--- src/hdl/led_regs_pkg.sv ---
// Purpose: shared constants and carriers for the led driver register bank
// Assumes: 24-bit setup and fault words, avalon-mm word registers
// Notes:   register byte address is four times the register index

package led_regs_pkg;

	////////////////////////////////////////////////////////////////////////
	// register indices (byte address = 4 * index)
	localparam logic [2:0] IDX_SETUP      = 3'h0; // channel_setup, write only
	localparam logic [2:0] IDX_FAULT      = 3'h1; // fault_status, read clears
	localparam logic [2:0] IDX_IRQ_STATUS = 3'h2; // sticky events, write one clears
	localparam logic [2:0] IDX_IRQ_MASK   = 3'h3; // event enables
	localparam logic [2:0] IDX_LAST       = 3'h3; // highest mapped index

	////////////////////////////////////////////////////////////////////////
	// field positions
	localparam int FRAME_BITS    = 24; // serial frame and word width
	localparam int PAIRS         = 8;  // diagnostic pin pairs
	localparam int CHANNELS      = 16; // switched outputs
	localparam int FLAG_BITS     = 18; // fault word bits 23..6
	localparam int FLAG_LSB      = 6;  // lowest flag bit in fault word
	localparam int CRC_BITS      = 6;  // crc remainder width
	localparam int IRQ_BITS      = 3;  // event count
	localparam int IRQ_FAULT_BIT = 0;  // new fault flag raised
	localparam int IRQ_LATCH_BIT = 1;  // setup word latched from serial link
	localparam int IRQ_DOWN_BIT  = 2;  // device left operation

	////////////////////////////////////////////////////////////////////////
	// reset values and constants
	localparam logic [23:0] SETUP_RESET = 24'h00_0000; // all off, plain outputs
	localparam logic [17:0] FLAG_RESET  = 18'h0_0000;  // no faults
	localparam logic [2:0]  MASK_RESET  = 3'h0;        // events masked
	localparam logic [5:0]  CRC_POLY    = 6'h03;       // x^6 + x + 1

	////////////////////////////////////////////////////////////////////////
	// carriers
	typedef struct packed {
		logic [7:0]  pair_select;   // bit k: pair 2k odd pin is diag input
		logic [15:0] output_switch; // bit n: switch of channel n on
	} setup_s;

	typedef struct packed {
		logic [15:0] led_flags;            // per pair: open above short
		logic        overtemperature_flag; // thermal shutdown seen
		logic        cmd_err_flag;         // diag with odd switch on
		logic [5:0]  crc;                  // remainder of setup word
	} fault_s;

endpackage : led_regs_pkg

--- src/hdl/pin_sync.sv ---
// Purpose: three stage synchroniser for pins from outside sys_clk
// Assumes: each bit independent, slow against sys_clk
// Notes:   output moves only once stages two and three agree

`timescale 1ns/1ps

module pin_sync #(
	parameter int WIDTH = 1 // number of pins
) (
	input  wire logic             sys_clk,
	input  wire logic             rst,
	input  wire logic [WIDTH-1:0] pin_in,
	output logic      [WIDTH-1:0] pin_out
);

	logic [WIDTH-1:0] s1_q; // first stage, read only by s2
	logic [WIDTH-1:0] s2_q; // second stage
	logic [WIDTH-1:0] s3_q; // third stage
	logic [WIDTH-1:0] out_d;

	////////////////////////////////////////////////////////////////////////
	// accept a bit only where the last two stages agree
	always_comb begin
		out_d = pin_out;
		for (int i = 0; i < WIDTH; i++) begin
			if (s2_q[i] == s3_q[i]) begin
				out_d[i] = s3_q[i];
			end
		end
	end

	// stage registers
	always_ff @(posedge sys_clk) begin
		if (rst) begin
			s1_q    <= '0;
			s2_q    <= '0;
			s3_q    <= '0;
			pin_out <= '0;
		end else begin
			s1_q    <= pin_in;
			s2_q    <= s1_q;
			s3_q    <= s2_q;
			pin_out <= out_d;
		end
	end

endmodule : pin_sync

--- src/hdl/led_driver_regs.sv ---
// Purpose: register bank, serial link and power states of a 16 channel led driver
// Assumes: link pins, supply and detector levels arrive unsynchronised
// Notes:   registers on avalon-mm, two cycles per access
// Operation
// supply low stops device, clears state
// supply high starts device with defaults
// standby pin high resets registers to defaults
// setup bits 23..16 select pairs 14..0
// select high makes odd pin diag input
// setup register at 0h resets to zero
// only setup 0h and fault 1h; the code also maps irq status at 2h and irq mask at 3h
// read clears flags whose fault has gone
// setup bits 15..0 switch matching channels
// fault bits 23..8 open/short per pair
// 24-bit frames msb first, shift and latch
//
// The Avalon-MM register port is this design's own decision.

`timescale 1ns/1ps

module led_driver_regs (
	input  wire logic        sys_clk,
	input  wire logic        rst,
	input  wire logic [4:0]  avs_address,
	input  wire logic        avs_read,
	input  wire logic        avs_write,
	input  wire logic [31:0] avs_writedata,
	input  wire logic [3:0]  avs_byteenable,
	output logic      [31:0] avs_readdata,
	output logic             avs_waitrequest,
	input  wire logic        supply_ok,
	input  wire logic        standby_sel,
	input  wire logic        link_sclk,
	input  wire logic        link_latch,
	input  wire logic        link_sdi,
	output logic             link_sdo,
	input  wire logic [7:0]  led_open_det,
	input  wire logic [7:0]  led_short_det,
	input  wire logic        overtemp_det,
	output logic      [15:0] output_switch_on,
	output logic      [7:0]  diag_input_en,
	output logic             fault_pin_o,
	output logic             fault_pin_oe,
	output logic             irq
);

	////////////////////////////////////////////////////////////////////////
	// helpers
	function automatic logic [31:0] byte_write(input logic [31:0] old,
		input logic [31:0] wdata, input logic [3:0] be);
		logic [31:0] r;
		r = old;
		for (int b = 0; b < 4; b++) begin
			if (be[b]) begin
				r[b*8 +: 8] = wdata[b*8 +: 8];
			end
		end
		return r;
	endfunction : byte_write

	// remainder of word followed by six zeros
	function automatic logic [5:0] crc6(input logic [23:0] data);
		logic [5:0] rem;
		logic       fb;
		rem = '0;
		for (int i = 23; i >= 0; i--) begin
			fb  = rem[5] ^ data[i];
			rem = {rem[4:0], 1'b0} ^ (fb ? led_regs_pkg::CRC_POLY : 6'h00);
		end
		return rem;
	endfunction : crc6

	////////////////////////////////////////////////////////////////////////
	// pin synchronisation
	localparam int SW = 22; // six single pins plus two detector bytes
	logic [SW-1:0] pin_raw; // all foreign pins
	logic [SW-1:0] pin_s;   // filtered copies
	logic          sup_s;   // supply above threshold
	logic          stby_s;  // standby select
	logic          sclk_s;  // link shift clock
	logic          latch_s; // link latch
	logic          sdi_s;   // link data in
	logic          ot_s;    // overtemperature
	logic [7:0]    open_s;  // open detectors per pair
	logic [7:0]    short_s; // short detectors per pair

	assign pin_raw = {supply_ok, standby_sel, link_sclk, link_latch, link_sdi,
		overtemp_det, led_open_det, led_short_det};

	pin_sync #(.WIDTH(SW)) u_sync (
		.sys_clk (sys_clk),
		.rst     (rst),
		.pin_in  (pin_raw),
		.pin_out (pin_s)
	);

	assign {sup_s, stby_s, sclk_s, latch_s, sdi_s, ot_s, open_s, short_s} = pin_s;

	////////////////////////////////////////////////////////////////////////
	// state
	led_regs_pkg::setup_s setup_q, setup_d;       // channel_setup
	logic [17:0]          flags_q, flags_d;       // fault flags 23..6
	logic                 active_q;               // registered operating state
	logic                 active_d;               // powered and not standby
	logic [23:0]          shift_in_q, shift_in_d;   // write frame
	logic [23:0]          shift_out_q, shift_out_d; // readback frame
	logic                 sclk_prev_q, latch_prev_q;
	logic                 sclk_rise, sclk_fall, latch_rise;
	logic                 waitreq_q, waitreq_d;
	logic [31:0]          rdata_q, rdata_d;
	logic [2:0]           irq_status_q, irq_status_d;
	logic [2:0]           irq_mask_q, irq_mask_d;
	logic                 irq_d;
	logic [15:0]          drain_q, drain_d;       // switches to pins
	logic [7:0]           diag_q, diag_d;         // diag inputs enabled
	logic                 sdo_q, sdo_d;
	logic                 err_oe_q, err_oe_d;

	////////////////////////////////////////////////////////////////////////
	// fault causes and effective pin roles
	logic [7:0]  cmd_err_v;  // select with odd switch on
	logic [7:0]  diag_eff;   // pairs really in diag mode
	logic [7:0]  even_on;    // monitored channel switched on
	logic [15:0] drain_eff;  // switches after thermal cutoff
	logic [15:0] led_cause;  // open/short live per pair
	logic [17:0] cause_v;    // all live causes
	logic [23:0] fault_word; // word as read
	logic [2:0]  bus_idx;    // register index
	logic        bus_req, bus_acc, rd_fault;

	always_comb begin
		for (int k = 0; k < led_regs_pkg::PAIRS; k++) begin
			cmd_err_v[k] = setup_q.pair_select[k] & setup_q.output_switch[2*k+1];
			diag_eff[k]  = setup_q.pair_select[k] & ~cmd_err_v[k];
		end
		drain_eff = ot_s ? 16'h0000 : setup_q.output_switch;
		for (int k = 0; k < led_regs_pkg::PAIRS; k++) begin
			even_on[k]         = drain_eff[2*k];
			led_cause[2*k+1]   = open_s[k] & diag_eff[k] & even_on[k];
			led_cause[2*k]     = short_s[k] & diag_eff[k] & even_on[k];
		end
		cause_v    = {led_cause, ot_s, |cmd_err_v};
		fault_word = {flags_q, crc6(setup_q)};
	end

	////////////////////////////////////////////////////////////////////////
	// bus decode
	assign bus_idx  = avs_address[4:2];
	assign bus_req  = avs_read | avs_write;
	assign bus_acc  = bus_req & ~waitreq_q;
	assign rd_fault = bus_acc & avs_read & (bus_idx == led_regs_pkg::IDX_FAULT);

	// serial edges from filtered pins
	assign sclk_rise  = sclk_s & ~sclk_prev_q;
	assign sclk_fall  = ~sclk_s & sclk_prev_q;
	assign latch_rise = latch_s & ~latch_prev_q;

	assign active_d = sup_s & ~stby_s;

	////////////////////////////////////////////////////////////////////////
	// serial link: shift in on rise, out on fall, latch loads readback
	always_comb begin
		shift_in_d  = shift_in_q;
		shift_out_d = shift_out_q;
		if (!active_d) begin
			// off or standby: frames dropped
			shift_in_d  = '0;
			shift_out_d = '0;
		end else begin
			if (sclk_rise) begin
				shift_in_d = {shift_in_q[22:0], sdi_s};
			end
			if (sclk_fall) begin
				shift_out_d = {shift_out_q[22:0], 1'b0};
			end
			if (latch_rise) begin
				shift_out_d = fault_word; // msb on the pin at once
			end
		end
		sdo_d = shift_out_d[23];
	end

	////////////////////////////////////////////////////////////////////////
	// register bank
	always_comb begin
		logic [17:0] clr;
		logic [31:0] wr;
		clr     = '0;
		wr      = byte_write({8'h00, setup_q}, avs_writedata, avs_byteenable);
		setup_d = setup_q;
		if (rd_fault) begin
			clr = rdata_q[23:6]; // bits the host has seen
		end
		if (latch_rise) begin
			clr = clr | flags_q; // serial readback reads too
		end
		if (!active_d) begin
			// defaults while off or in standby
			setup_d = led_regs_pkg::SETUP_RESET;
			flags_d = led_regs_pkg::FLAG_RESET;
		end else begin
			if (latch_rise) begin
				setup_d = shift_in_q;
			end else if (bus_acc && avs_write && bus_idx == led_regs_pkg::IDX_SETUP) begin
				setup_d = wr[23:0];
			end
			// set wins over clear
			flags_d = (flags_q & ~(clr & ~cause_v)) | cause_v;
		end
		drain_d  = drain_eff;
		diag_d   = diag_eff;
		err_oe_d = |flags_q;    // pull fault pin low
	end

	////////////////////////////////////////////////////////////////////////
	// bus answer and interrupts
	always_comb begin
		logic [31:0] mw;
		logic [2:0]  ev;
		logic [2:0]  w1c;
		mw      = byte_write({29'h0, irq_mask_q}, avs_writedata, avs_byteenable);
		w1c     = '0;
		ev      = '0;
		waitreq_d = ~(bus_req & waitreq_q);
		rdata_d = rdata_q;
		if (bus_req && waitreq_q) begin
			case (bus_idx)
				led_regs_pkg::IDX_FAULT:      rdata_d = {8'h00, fault_word};
				led_regs_pkg::IDX_IRQ_STATUS: rdata_d = {29'h0, irq_status_q};
				led_regs_pkg::IDX_IRQ_MASK:   rdata_d = {29'h0, irq_mask_q};
				default:                      rdata_d = 32'h0000_0000; // setup write only, unmapped
			endcase
		end
		irq_mask_d = irq_mask_q;
		if (bus_acc && avs_write && bus_idx == led_regs_pkg::IDX_IRQ_MASK) begin
			irq_mask_d = mw[2:0];
		end
		if (bus_acc && avs_write && bus_idx == led_regs_pkg::IDX_IRQ_STATUS && avs_byteenable[0]) begin
			w1c = avs_writedata[2:0];
		end
		ev[led_regs_pkg::IRQ_FAULT_BIT] = |(flags_d & ~flags_q);
		ev[led_regs_pkg::IRQ_LATCH_BIT] = active_d & latch_rise;
		ev[led_regs_pkg::IRQ_DOWN_BIT]  = active_q & ~active_d;
		irq_status_d = (irq_status_q & ~w1c) | ev; // event wins over clear
		irq_d        = |(irq_status_d & irq_mask_d);
	end

	////////////////////////////////////////////////////////////////////////
	// registers
	always_ff @(posedge sys_clk) begin
		if (rst) begin
			setup_q      <= led_regs_pkg::SETUP_RESET;
			flags_q      <= led_regs_pkg::FLAG_RESET;
			active_q     <= 1'b0;
			shift_in_q   <= '0;
			shift_out_q  <= '0;
			sclk_prev_q  <= 1'b0;
			latch_prev_q <= 1'b0;
			waitreq_q    <= 1'b1;
			rdata_q      <= '0;
			irq_status_q <= '0;
			irq_mask_q   <= led_regs_pkg::MASK_RESET;
			irq          <= 1'b0;
			drain_q      <= '0;
			diag_q       <= '0;
			sdo_q        <= 1'b0;
			err_oe_q     <= 1'b0;
		end else begin
			setup_q      <= setup_d;
			flags_q      <= flags_d;
			active_q     <= active_d;
			shift_in_q   <= shift_in_d;
			shift_out_q  <= shift_out_d;
			sclk_prev_q  <= sclk_s;
			latch_prev_q <= latch_s;
			waitreq_q    <= waitreq_d;
			rdata_q      <= rdata_d;
			irq_status_q <= irq_status_d;
			irq_mask_q   <= irq_mask_d;
			irq          <= irq_d;
			drain_q      <= drain_d;
			diag_q       <= diag_d;
			sdo_q        <= sdo_d;
			err_oe_q     <= err_oe_d;
		end
	end

	// outputs straight from flops, fault_pin_o tied low
	assign avs_readdata     = rdata_q;
	assign avs_waitrequest  = waitreq_q;
	assign link_sdo         = sdo_q;
	assign output_switch_on = drain_q;
	assign diag_input_en    = diag_q;
	assign fault_pin_oe     = err_oe_q;
	assign fault_pin_o      = 1'b0; // open drain: only pulls low

	////////////////////////////////////////////////////////////////////////
	// checks
	power_state_a: assert property (@(posedge sys_clk) disable iff (rst)
		!active_q |-> (setup_q == 24'h00_0000) && (flags_q == 18'h0_0000))
		else $error("registers not at default while inactive");

	standby_clear_a: assert property (@(posedge sys_clk) disable iff (rst)
		(sup_s && stby_s) |=> (flags_q == 18'h0_0000) && (shift_in_q == 24'h00_0000))
		else $error("standby did not restore defaults");

	pair_role_a: assert property (@(posedge sys_clk) disable iff (rst)
		##1 diag_q == ($past(setup_q.pair_select) & ~$past(cmd_err_v)))
		else $error("pair role does not follow select bits");

	setup_reset_a: assert property (@(posedge sys_clk)
		$fell(rst) |-> (setup_q == 24'h00_0000) ##1 (drain_q == 16'h0000))
		else $error("setup not zero after reset");

	two_regs_a: assert property (@(posedge sys_clk) disable iff (rst)
		(bus_acc && avs_read && (bus_idx == 3'h0 || bus_idx > 3'h3)) |-> rdata_q == 32'h0000_0000)
		else $error("write only or unmapped read not zero");

	read_clear_a: assert property (@(posedge sys_clk) disable iff (rst)
		(rd_fault && active_d && !latch_rise) |=>
		(flags_q & $past(rdata_q[23:6]) & ~$past(cause_v)) == 18'h0_0000)
		else $error("read flag with fault gone not cleared");

	switch_follow_a: assert property (@(posedge sys_clk) disable iff (rst)
		##1 drain_q == ($past(ot_s) ? 16'h0000 : $past(setup_q.output_switch)))
		else $error("output switches do not follow setup");

	flag_set_a: assert property (@(posedge sys_clk) disable iff (rst)
		(active_d && |cause_v) |=> (flags_q & $past(cause_v)) == $past(cause_v))
		else $error("live fault did not set its flag");

	frame_latch_a: assert property (@(posedge sys_clk) disable iff (rst)
		(latch_rise && active_d) |=> setup_q == $past(shift_in_q) ##1 link_sdo == $past(fault_word[23], 2))
		else $error("latch did not load frame or readback msb");

	odd_err_a: assert property (@(posedge sys_clk) disable iff (rst)
		(active_d && |cmd_err_v) |=> flags_q[0])
		else $error("select with odd switch on did not flag error");

	bus_answer_a: assert property (@(posedge sys_clk) disable iff (rst)
		(bus_req && waitreq_q) |=> !avs_waitrequest ##1 avs_waitrequest)
		else $error("bus answer not one cycle after request");

	fault_pin_a: assert property (@(posedge sys_clk) disable iff (rst)
		##1 fault_pin_oe == ($past(flags_q) != 18'h0_0000))
		else $error("fault pin does not follow flags");

endmodule : led_driver_regs

--- config.mk ---
export PLATFORM = sky130hd
export DESIGN_NAME = led_driver_regs
export DESIGN_NICKNAME = d
export VERILOG_FILES = /design/src/hdl/led_regs_pkg.sv /design/src/hdl/pin_sync.sv /design/src/hdl/led_driver_regs.sv
export SDC_FILE = /design/constraint.sdc
export NUM_CORES = 1
export LEC_CHECK = 0
export BUFFER_PORTS_ARGS = -buffer_cell sky130_fd_sc_hd__buf_2
export CAP_MARGIN = 10
export CORE_MARGIN = 1.5
export CORE_UTILIZATION = 45
export DETAILED_ROUTE_END_ITERATION = 12
export PLACE_DENSITY = 0.65
export SLEW_MARGIN = 20
export SYNTH_ARGS = -nofsm -noshare
export SYNTH_HDL_FRONTEND = slang
export SYNTH_HIERARCHICAL = 1
export SYNTH_SLANG_ARGS = --single-unit
--- constraint.sdc ---
create_clock -name sys_clk -period 3.4 [get_ports sys_clk]
set_clock_uncertainty 0.1 [all_clocks]
set_input_delay 0.68 -clock sys_clk [delete_from_list [all_inputs] [get_ports sys_clk]]
set_output_delay 0.68 -clock sys_clk [all_outputs]
set_load 0.02 [all_outputs]
==> results of run 1 <==
==> sequential cells by signal (all words and copies together), names as in the netlist <==
register	cells
setup_q	24
avs_readdata	24
shift_in_q	24
shift_out_q	24
diag_input_en	8
latch_prev_q	1
active_q	1
avs_waitrequest	1
u_sync/s2_q	22
irq_mask_q	3
fault_pin_oe	1
sclk_prev_q	1
u_sync/s3_q	22
u_sync/s1_q	22
irq_status_q	3
output_switch_on	16
irq	1
u_sync/pin_out	22
flags_q	18
==> per-stage QoR <==
step	util [%]	instance area, um^2	hold WS [ps]	power (uW)	instances
after floorplan	-	9010	314	2990	929
after global placement	49.5	9660	319	3040	1241
after detailed placement	49.5	9660	320	3040	1241
after CTS	53.5	10400	257	5610	1285
after global routing	53.5	10400	267	5750	1285
final	53.5	10400	277	5550	1286
==> critical path, stage by stage, from the launching register on <==
cell	delay, ps
dfxtp_1	550
and4bb_2	350
nand2_1	90
o2111a_1	250
and4b_1	220
a2bb2oi_1	150
o311ai_0	490
==> area by class of cell <==
class	instances	area, um^2
antenna	1	2.50
clock buffer	31	688
clock inverter	13	97.6
fill	1815	9080
inverter	2	7.51
multi-input combinational	620	3940
sequential	238	4760
tap	265	332
timing repair buffer	116	618
==> final timing paths <==
check                               startpoint               to  cells after the start
worst min register to register  u_sync/s1_q[1]   u_sync/s2_q[1]                      1
worst min-delay path              overtemp_det  u_sync/s1_q[16]                      2
worst max-delay path               setup_q[19]              irq                      6
worst max register to register     setup_q[19]              irq                      6
==> power groups by stage <==
stage	Sequential (uW)	Clock, uW	Combinational (uW)
2_1_floorplan	2890	0	95.9
3_3_place_gp	2900	0	143
3_5_place_dp	2900	0	144
4_1_cts	2840	2630	145
5_1_grt	2840	2760	159
6_report	2840	2570	143
==> Yosys cell counts (all sizes together) (2+ instances only) <==
master	n
inv	2
xnor3	8
nor2	94
nor2b	76
nand4	2
nand2	105
nand3b	7
mux2i	50
xnor2	20
nor4	5
xor2	6
o2111a	2
and2	17
nor3b	8
or3	2
buf	26
and4bb	7
dfxtp	238
mux2	2
nor3	3
o21ai	30
a211oi	47
clkbuf	43
nand2b	7
a31oi	3
a21oi	52
nand3	5
or2	2
a22oi	27
a32oi	14
==> metal layers <==
layer / part of all wire, % / wire [um]
met3: 6.0 / 1170
met5: 0.066 / 13
met2: 43 / 8450
met1: 48 / 9460
met4: 2.7 / 531
==> cells by family after synthesis <==
| kind of cell | share of synthesized area, % |
|---|---|
| simple gates | 19.3 |
| xor+xnor | 5.05 |
| buf+inv | 3.76 |
| flops | 53.0 |
| compound gates | 13.0 |
| mux | 5.82 |
| other cells | 0.0417 |
==> Implementation_results.wiki, run 1 <==
{| class="wikitable"
! Metric !! Value
|-
| Number of top-level pins || 128
|-
| Grt peak-use layer || met2
|-
| Overflow after GRT || 0
|-
| Area leader, netlist || dfxtp_1
|-
| Seq cells post-synth || 238
|-
| Main flop type after synthesis || dfxtp_1
|-
| Standard-cell rows || 51
|-
| Hold-fix buffer count after cts || 0
|-
| Via count of the first global-routing pass || 5889
|-
| Die Y || 144 um
|-
| Worst-margin pin slew || 1010 ps
|-
| CTS buffer count || 24
|-
| Met1 global-route usage || 27.7%
|-
| Total of warnings raised by yosys || 6
|-
| Core outline area || 0.0195 mm^2
|-
| Average size of a mapped cell || 9.76 um^2
|-
| Post-route minimum period || 2350 ps
|-
| Place WS || 1060 ps
|-
| Status || finished clean
|-
| Top-area cell type share of the netlist area || 53.0%
|-
| Clock root cell || clkbuf_16
|-
| Highest achievable clock rate || 0.425 GHz
|-
| Depth of the CTS H-tree || 1
|-
| Nets@finish || 1069
|-
| Class of the most critical hold timing path || in -> reg
|-
| Area of the die || 0.0208 mm^2
|-
| Cells taking the most area after synthesis || dfxtp_1 (53%), mux2i_1 (5.6%), nor2b_1 (5.3%)
|-
| DRC violations left || 0
|-
| Routed vias || 6597
|-
| Detailed Route WL || 19600 um
|-
| RD Place Congestion || 0.822
|-
| Total global-route track usage || 19.1%
|-
| Sequential share of the synthesized area || 53.0%
|-
| Area Overhead vs Synth || 16.3%
|-
| Mapped Cells || 921
|-
| Setup fix buffers added after clock tree synthesis || 0
|-
| Ratio of cells with drive above 1 in the final layout || 17.5%
|-
| Required time at the worst-slack endpoint || 3640 ps
|-
| Startpoint type of the worst setup path || flop
|-
| EDFF count, synth || 0
|-
| Number of buffers on the longest clock path || 3
|-
| Arrival time at the worst endpoint || 2600 ps
|-
| Number of max-slew violations in the final report || 0
|-
| Headroom to the max-slew limit || 32.7%
|-
| Clock latency on the worst-skew pair || 510 ps
|-
| Antenna violations before repair || 2
|-
| Async set-or-reset flop fraction in the synthesized netlist || 0%
|-
| Switching portion of total power || 21.0%
|-
| Routed length per instance || 15.3 um
|-
| Number of buffers added on ports || 107
|-
| Largest fanout of any net on the critical path || 7
|-
| Crit Path Category || reg -> reg
|-
| Cell area power density || 531 mW/mm^2
|-
| Post-synthesis instance area || 0.00898 mm^2
|-
| Final Hold Vio Count || 0
|-
| Clock edge transition at the registers on the reported setup and hold paths || 60 ps
|-
| Router iterations before antenna repair || 5
|-
| Crit share post-route || 69.2%
|-
| Number of max-capacitance violations reported || 0
|-
| DPL Wire Length || 13300 um
|-
| CTS sink count || 238
|-
| Category of the worst setup path capture point || flop
|-
| Met2 Use GR || 28.4%
|-
| Antenna-violating nets left || 0
|-
| Seq pwr share || 51.1%
|-
| Vias per std cell || 5.13
|-
| Internal portion of total power || 4380 uW
|-
| Number of DRC markers in iteration 0 || 379
|-
| Number of distinct library cells after synthesis || 48
|-
| Clock share of power || 46.3%
|-
| Setup-violating endpoint count in the final report || 0
|-
| CTS tree || yes
|-
| Sum of negative setup slack || 0 ps
|-
| Net Sw Power || 1170 uW
|-
| Commonest non-fill, non-tap cells in the layout || dfxtp_1 (238), buf_2 (106), nand2_1 (105)
|-
| Final worst slack || 1050 ps
|-
| Maximum number of pins on one net before global-route repair || 91
|-
| Horiz. Die Dim || 144 um
|-
| Setup repair after global routing missed its margin || false
|-
| Commonest non-fill, non-tap cell in the layout || dfxtp_1
|-
| Resized cells post-CTS || 0
|-
| Part of the total power dissipated in combinational logic || 2.6%
|-
| Met3 layer usage reported by global route || 3.71%
|-
| Initial core utilization || 46.0%
|-
| Leak pwr || 0.00423 uW
|-
| First-pass GRT wire length || 31200 um
|-
| Reg2Reg Setup Slack || 1050 ps
|-
| Largest voltage drop on the vdd net || 0.399 mV
|}
(Power assumes the default switching activity.)
==> run 2: changes to the inputs <==
clock period = 2.35 ns   (was 3.4 ns; I/O delays follow)
==> Implementation_results.wiki, run 2 (synthesized netlist as in run 1, its figures left out) <==
{| class="wikitable"
! Metric !! Value
|-
| Status || finished clean
|-
| Depth of the CTS H-tree || 1 (unchanged)
|-
| Crit share post-route || 94.7% (+26 points)
|-
| Clock edge transition at the registers on the reported setup and hold paths || 60 ps (about the same)
|-
| Crit Path Category || reg -> reg
|-
| Clock latency on the worst-skew pair || 510 ps (about the same)
|-
| Class of the most critical hold timing path || in -> reg
|-
| Ratio of cells with drive above 1 in the final layout || 18.6% (+1.1 points)
|-
| Final Hold Vio Count || 0 (unchanged)
|-
| Number of top-level pins || 128 (unchanged)
|-
| Nets@finish || 1087 (+1.7%)
|-
| Cell area power density || 754 mW/mm^2 (+42%)
|-
| Core outline area || 0.0195 mm^2 (unchanged)
|-
| Critical path buffers and inverters || 0 (unchanged)
|-
| Die Y || 144 um (unchanged)
|-
| CTS sink count || 238 (unchanged)
|-
| Commonest non-fill, non-tap cells in the layout || dfxtp_1 (237), buf_2 (106), nand2_1 (105)
|-
| Detailed Route WL || 20100 um (+2.4%)
|-
| Sum of negative setup slack || 0 ps (unchanged)
|-
| Number of buffers on the longest clock path || 3 (unchanged)
|-
| Routed vias || 6564 (-0.50%)
|-
| Resized cells post-CTS || 0 (unchanged)
|-
| Number of DRC markers in iteration 0 || 447 (+18%)
|-
| Hold-fix buffer count after cts || 0 (unchanged)
|-
| First-pass GRT wire length || 31700 um (+1.6%)
|-
| Category of the worst setup path capture point || flop
|-
| Setup repair after global routing missed its margin || false
|-
| Number of max-capacitance violations reported || 0 (unchanged)
|-
| Largest voltage drop on the vdd net || 0.552 mV (+38%)
|-
| Vias per std cell || 5.05 (-1.6%)
|-
| Router iterations before antenna repair || 5 (unchanged)
|-
| Initial core utilization || 46.0% (unchanged)
|-
| Commonest non-fill, non-tap cell in the layout || dfxtp_1
|-
| Total global-route track usage || 19.4% (+0.33 points)
|-
| Antenna violations before repair || 2 (unchanged)
|-
| Chain of cells forming the critical path || xnor3_1, xnor2_2, xnor3_1, xnor2_1, nor2_1, a211oi_2
|-
| Setup fix buffers added after clock tree synthesis || 0 (unchanged)
|-
| Setup-violating endpoint count in the final report || 0 (unchanged)
|-
| CTS tree || yes
|-
| Hold Worst Slack || 63.8 ps (-213 ps)
|-
| Number of buffers added on ports || 107 (unchanged)
|-
| Clock root cell || clkbuf_16
|-
| Maximum number of pins on one net before global-route repair || 102 (+12%)
|-
| DPL Wire Length || 13800 um (+3.5%)
|-
| DRC violations left || 0 (unchanged)
|-
| Area Overhead vs Synth || 17.5%
|-
| Required time at the worst-slack endpoint || 2680 ps (-960 ps)
|-
| Horiz. Die Dim || 144 um (unchanged)
|-
| Routed length per instance || 15.4 um (+1.2%)
|-
| Slowest Stage Delay on Critical Path || 500 ps (-50 ps)
|-
| Number of max-slew violations in the final report || 0 (unchanged)
|-
| Via count of the first global-routing pass || 6038 (+2.5%)
|-
| Area of the die || 0.0208 mm^2 (unchanged)
|-
| Arrival time at the worst endpoint || 2560 ps (-40 ps)
|-
| Worst-margin pin slew || 798 ps (-208 ps)
|-
| RD Place Congestion || 0.860 (+4.6%)
|-
| Headroom to the max-slew limit || 46.6% (+14 points)
|-
| Startpoint type of the worst setup path || flop
|-
| Antenna-violating nets left || 0 (unchanged)
|-
| Post-route minimum period || 2230 ps (-126 ps)
|-
| Overflow after GRT || 0 (unchanged)
|-
| Category of cells accounting for the largest share of critical-path delay || XOR/XNOR gates
|-
| Crit-path most repeated cell || xnor3_1
|-
| Standard-cell rows || 51 (unchanged)
|-
| CTS buffer count || 25 (+4.2%)
|-
| Critical-path top delay cell || xnor3_1
|-
| Largest fanout of any net on the critical path || 4 (-3)
|-
| Leak pwr || 0.00432 uW (+2.0%)
|-
| Highest achievable clock rate || 0.449 GHz (+5.7%)
|}
==> run 2: changes by cell type in the layout (fill, tap and decap cells not counted), moves of 2 or more <==
cell / before / now
clkbuf_8: 4 / 6
buf_4: 9 / 25
clkinv_2: 9 / 6
clkinvlp_4: 3 / 1
==> run 2: stage by stage <==
| stage | cells | setup WS [ps] | util [%] | power [uW] | area [um^2] |
|---|---|---|---|---|---|
| after CTS | 1300 | 94.4 | 54.1 | 8040 | 10600 |
| after detailed placement | 1258 | 114 | 50.1 | 4410 | 9790 |
| after global placement | 1258 | 151 | 50.1 | 4400 | 9790 |
| after floorplan | 929 | 281 | - | 4330 | 9010 |
| after global routing | 1300 | 10.7 | 54.1 | 8240 | 10600 |
| final | 1301 | 124 | 54.1 | 7960 | 10600 |
==> run 2: layout make-up <==
| type | instances | area [um^2] |
|---|---|---|
| flip-flops and latches | 238 | 4770 |
| fillers | 1839 | 8970 |
| repair buffers | 133 | 758 |
| inverters | 2 | 7.51 |
| clock buffers | 34 | 719 |
| diodes | 1 | 2.50 |
| clock inverters | 8 | 46.3 |
| multi-input cells | 620 | 3930 |
| well taps | 265 | 332 |
==> run 2: routing by layer <==
layer	share of wire, %	global-route usage [%]	vias to the layer above	wire [um]
li1	-	-	3338	-
met1	49	28.4	3028	9910
met2	44	29.6	173	8760
met3	5.7	3.94	23	1140
met4	1.3	4.09	2	266
met5	0.065	0	-	13
==> run 2: where the power goes <==
part	switching (uW)	internal, uW	total, uW	leakage, uW
clock	1520	2130	3650	0.000383
sequential	19.8	4080	4100	0.00193
combinational	129	83.3	212	0.00201
total	1670	6290	7960	0.00432
==> run 2: path summary, 6_finish.rpt <==
check        cells after the start         endpoint            start  slack, ps
max                              6   shift_out_q[1]      setup_q[10]        120
min                              2  u_sync/s1_q[14]  led_open_det[6]         60
max reg2reg                      6   shift_out_q[1]      setup_q[10]        120
min reg2reg                      1  u_sync/s2_q[15]  u_sync/s1_q[15]        330
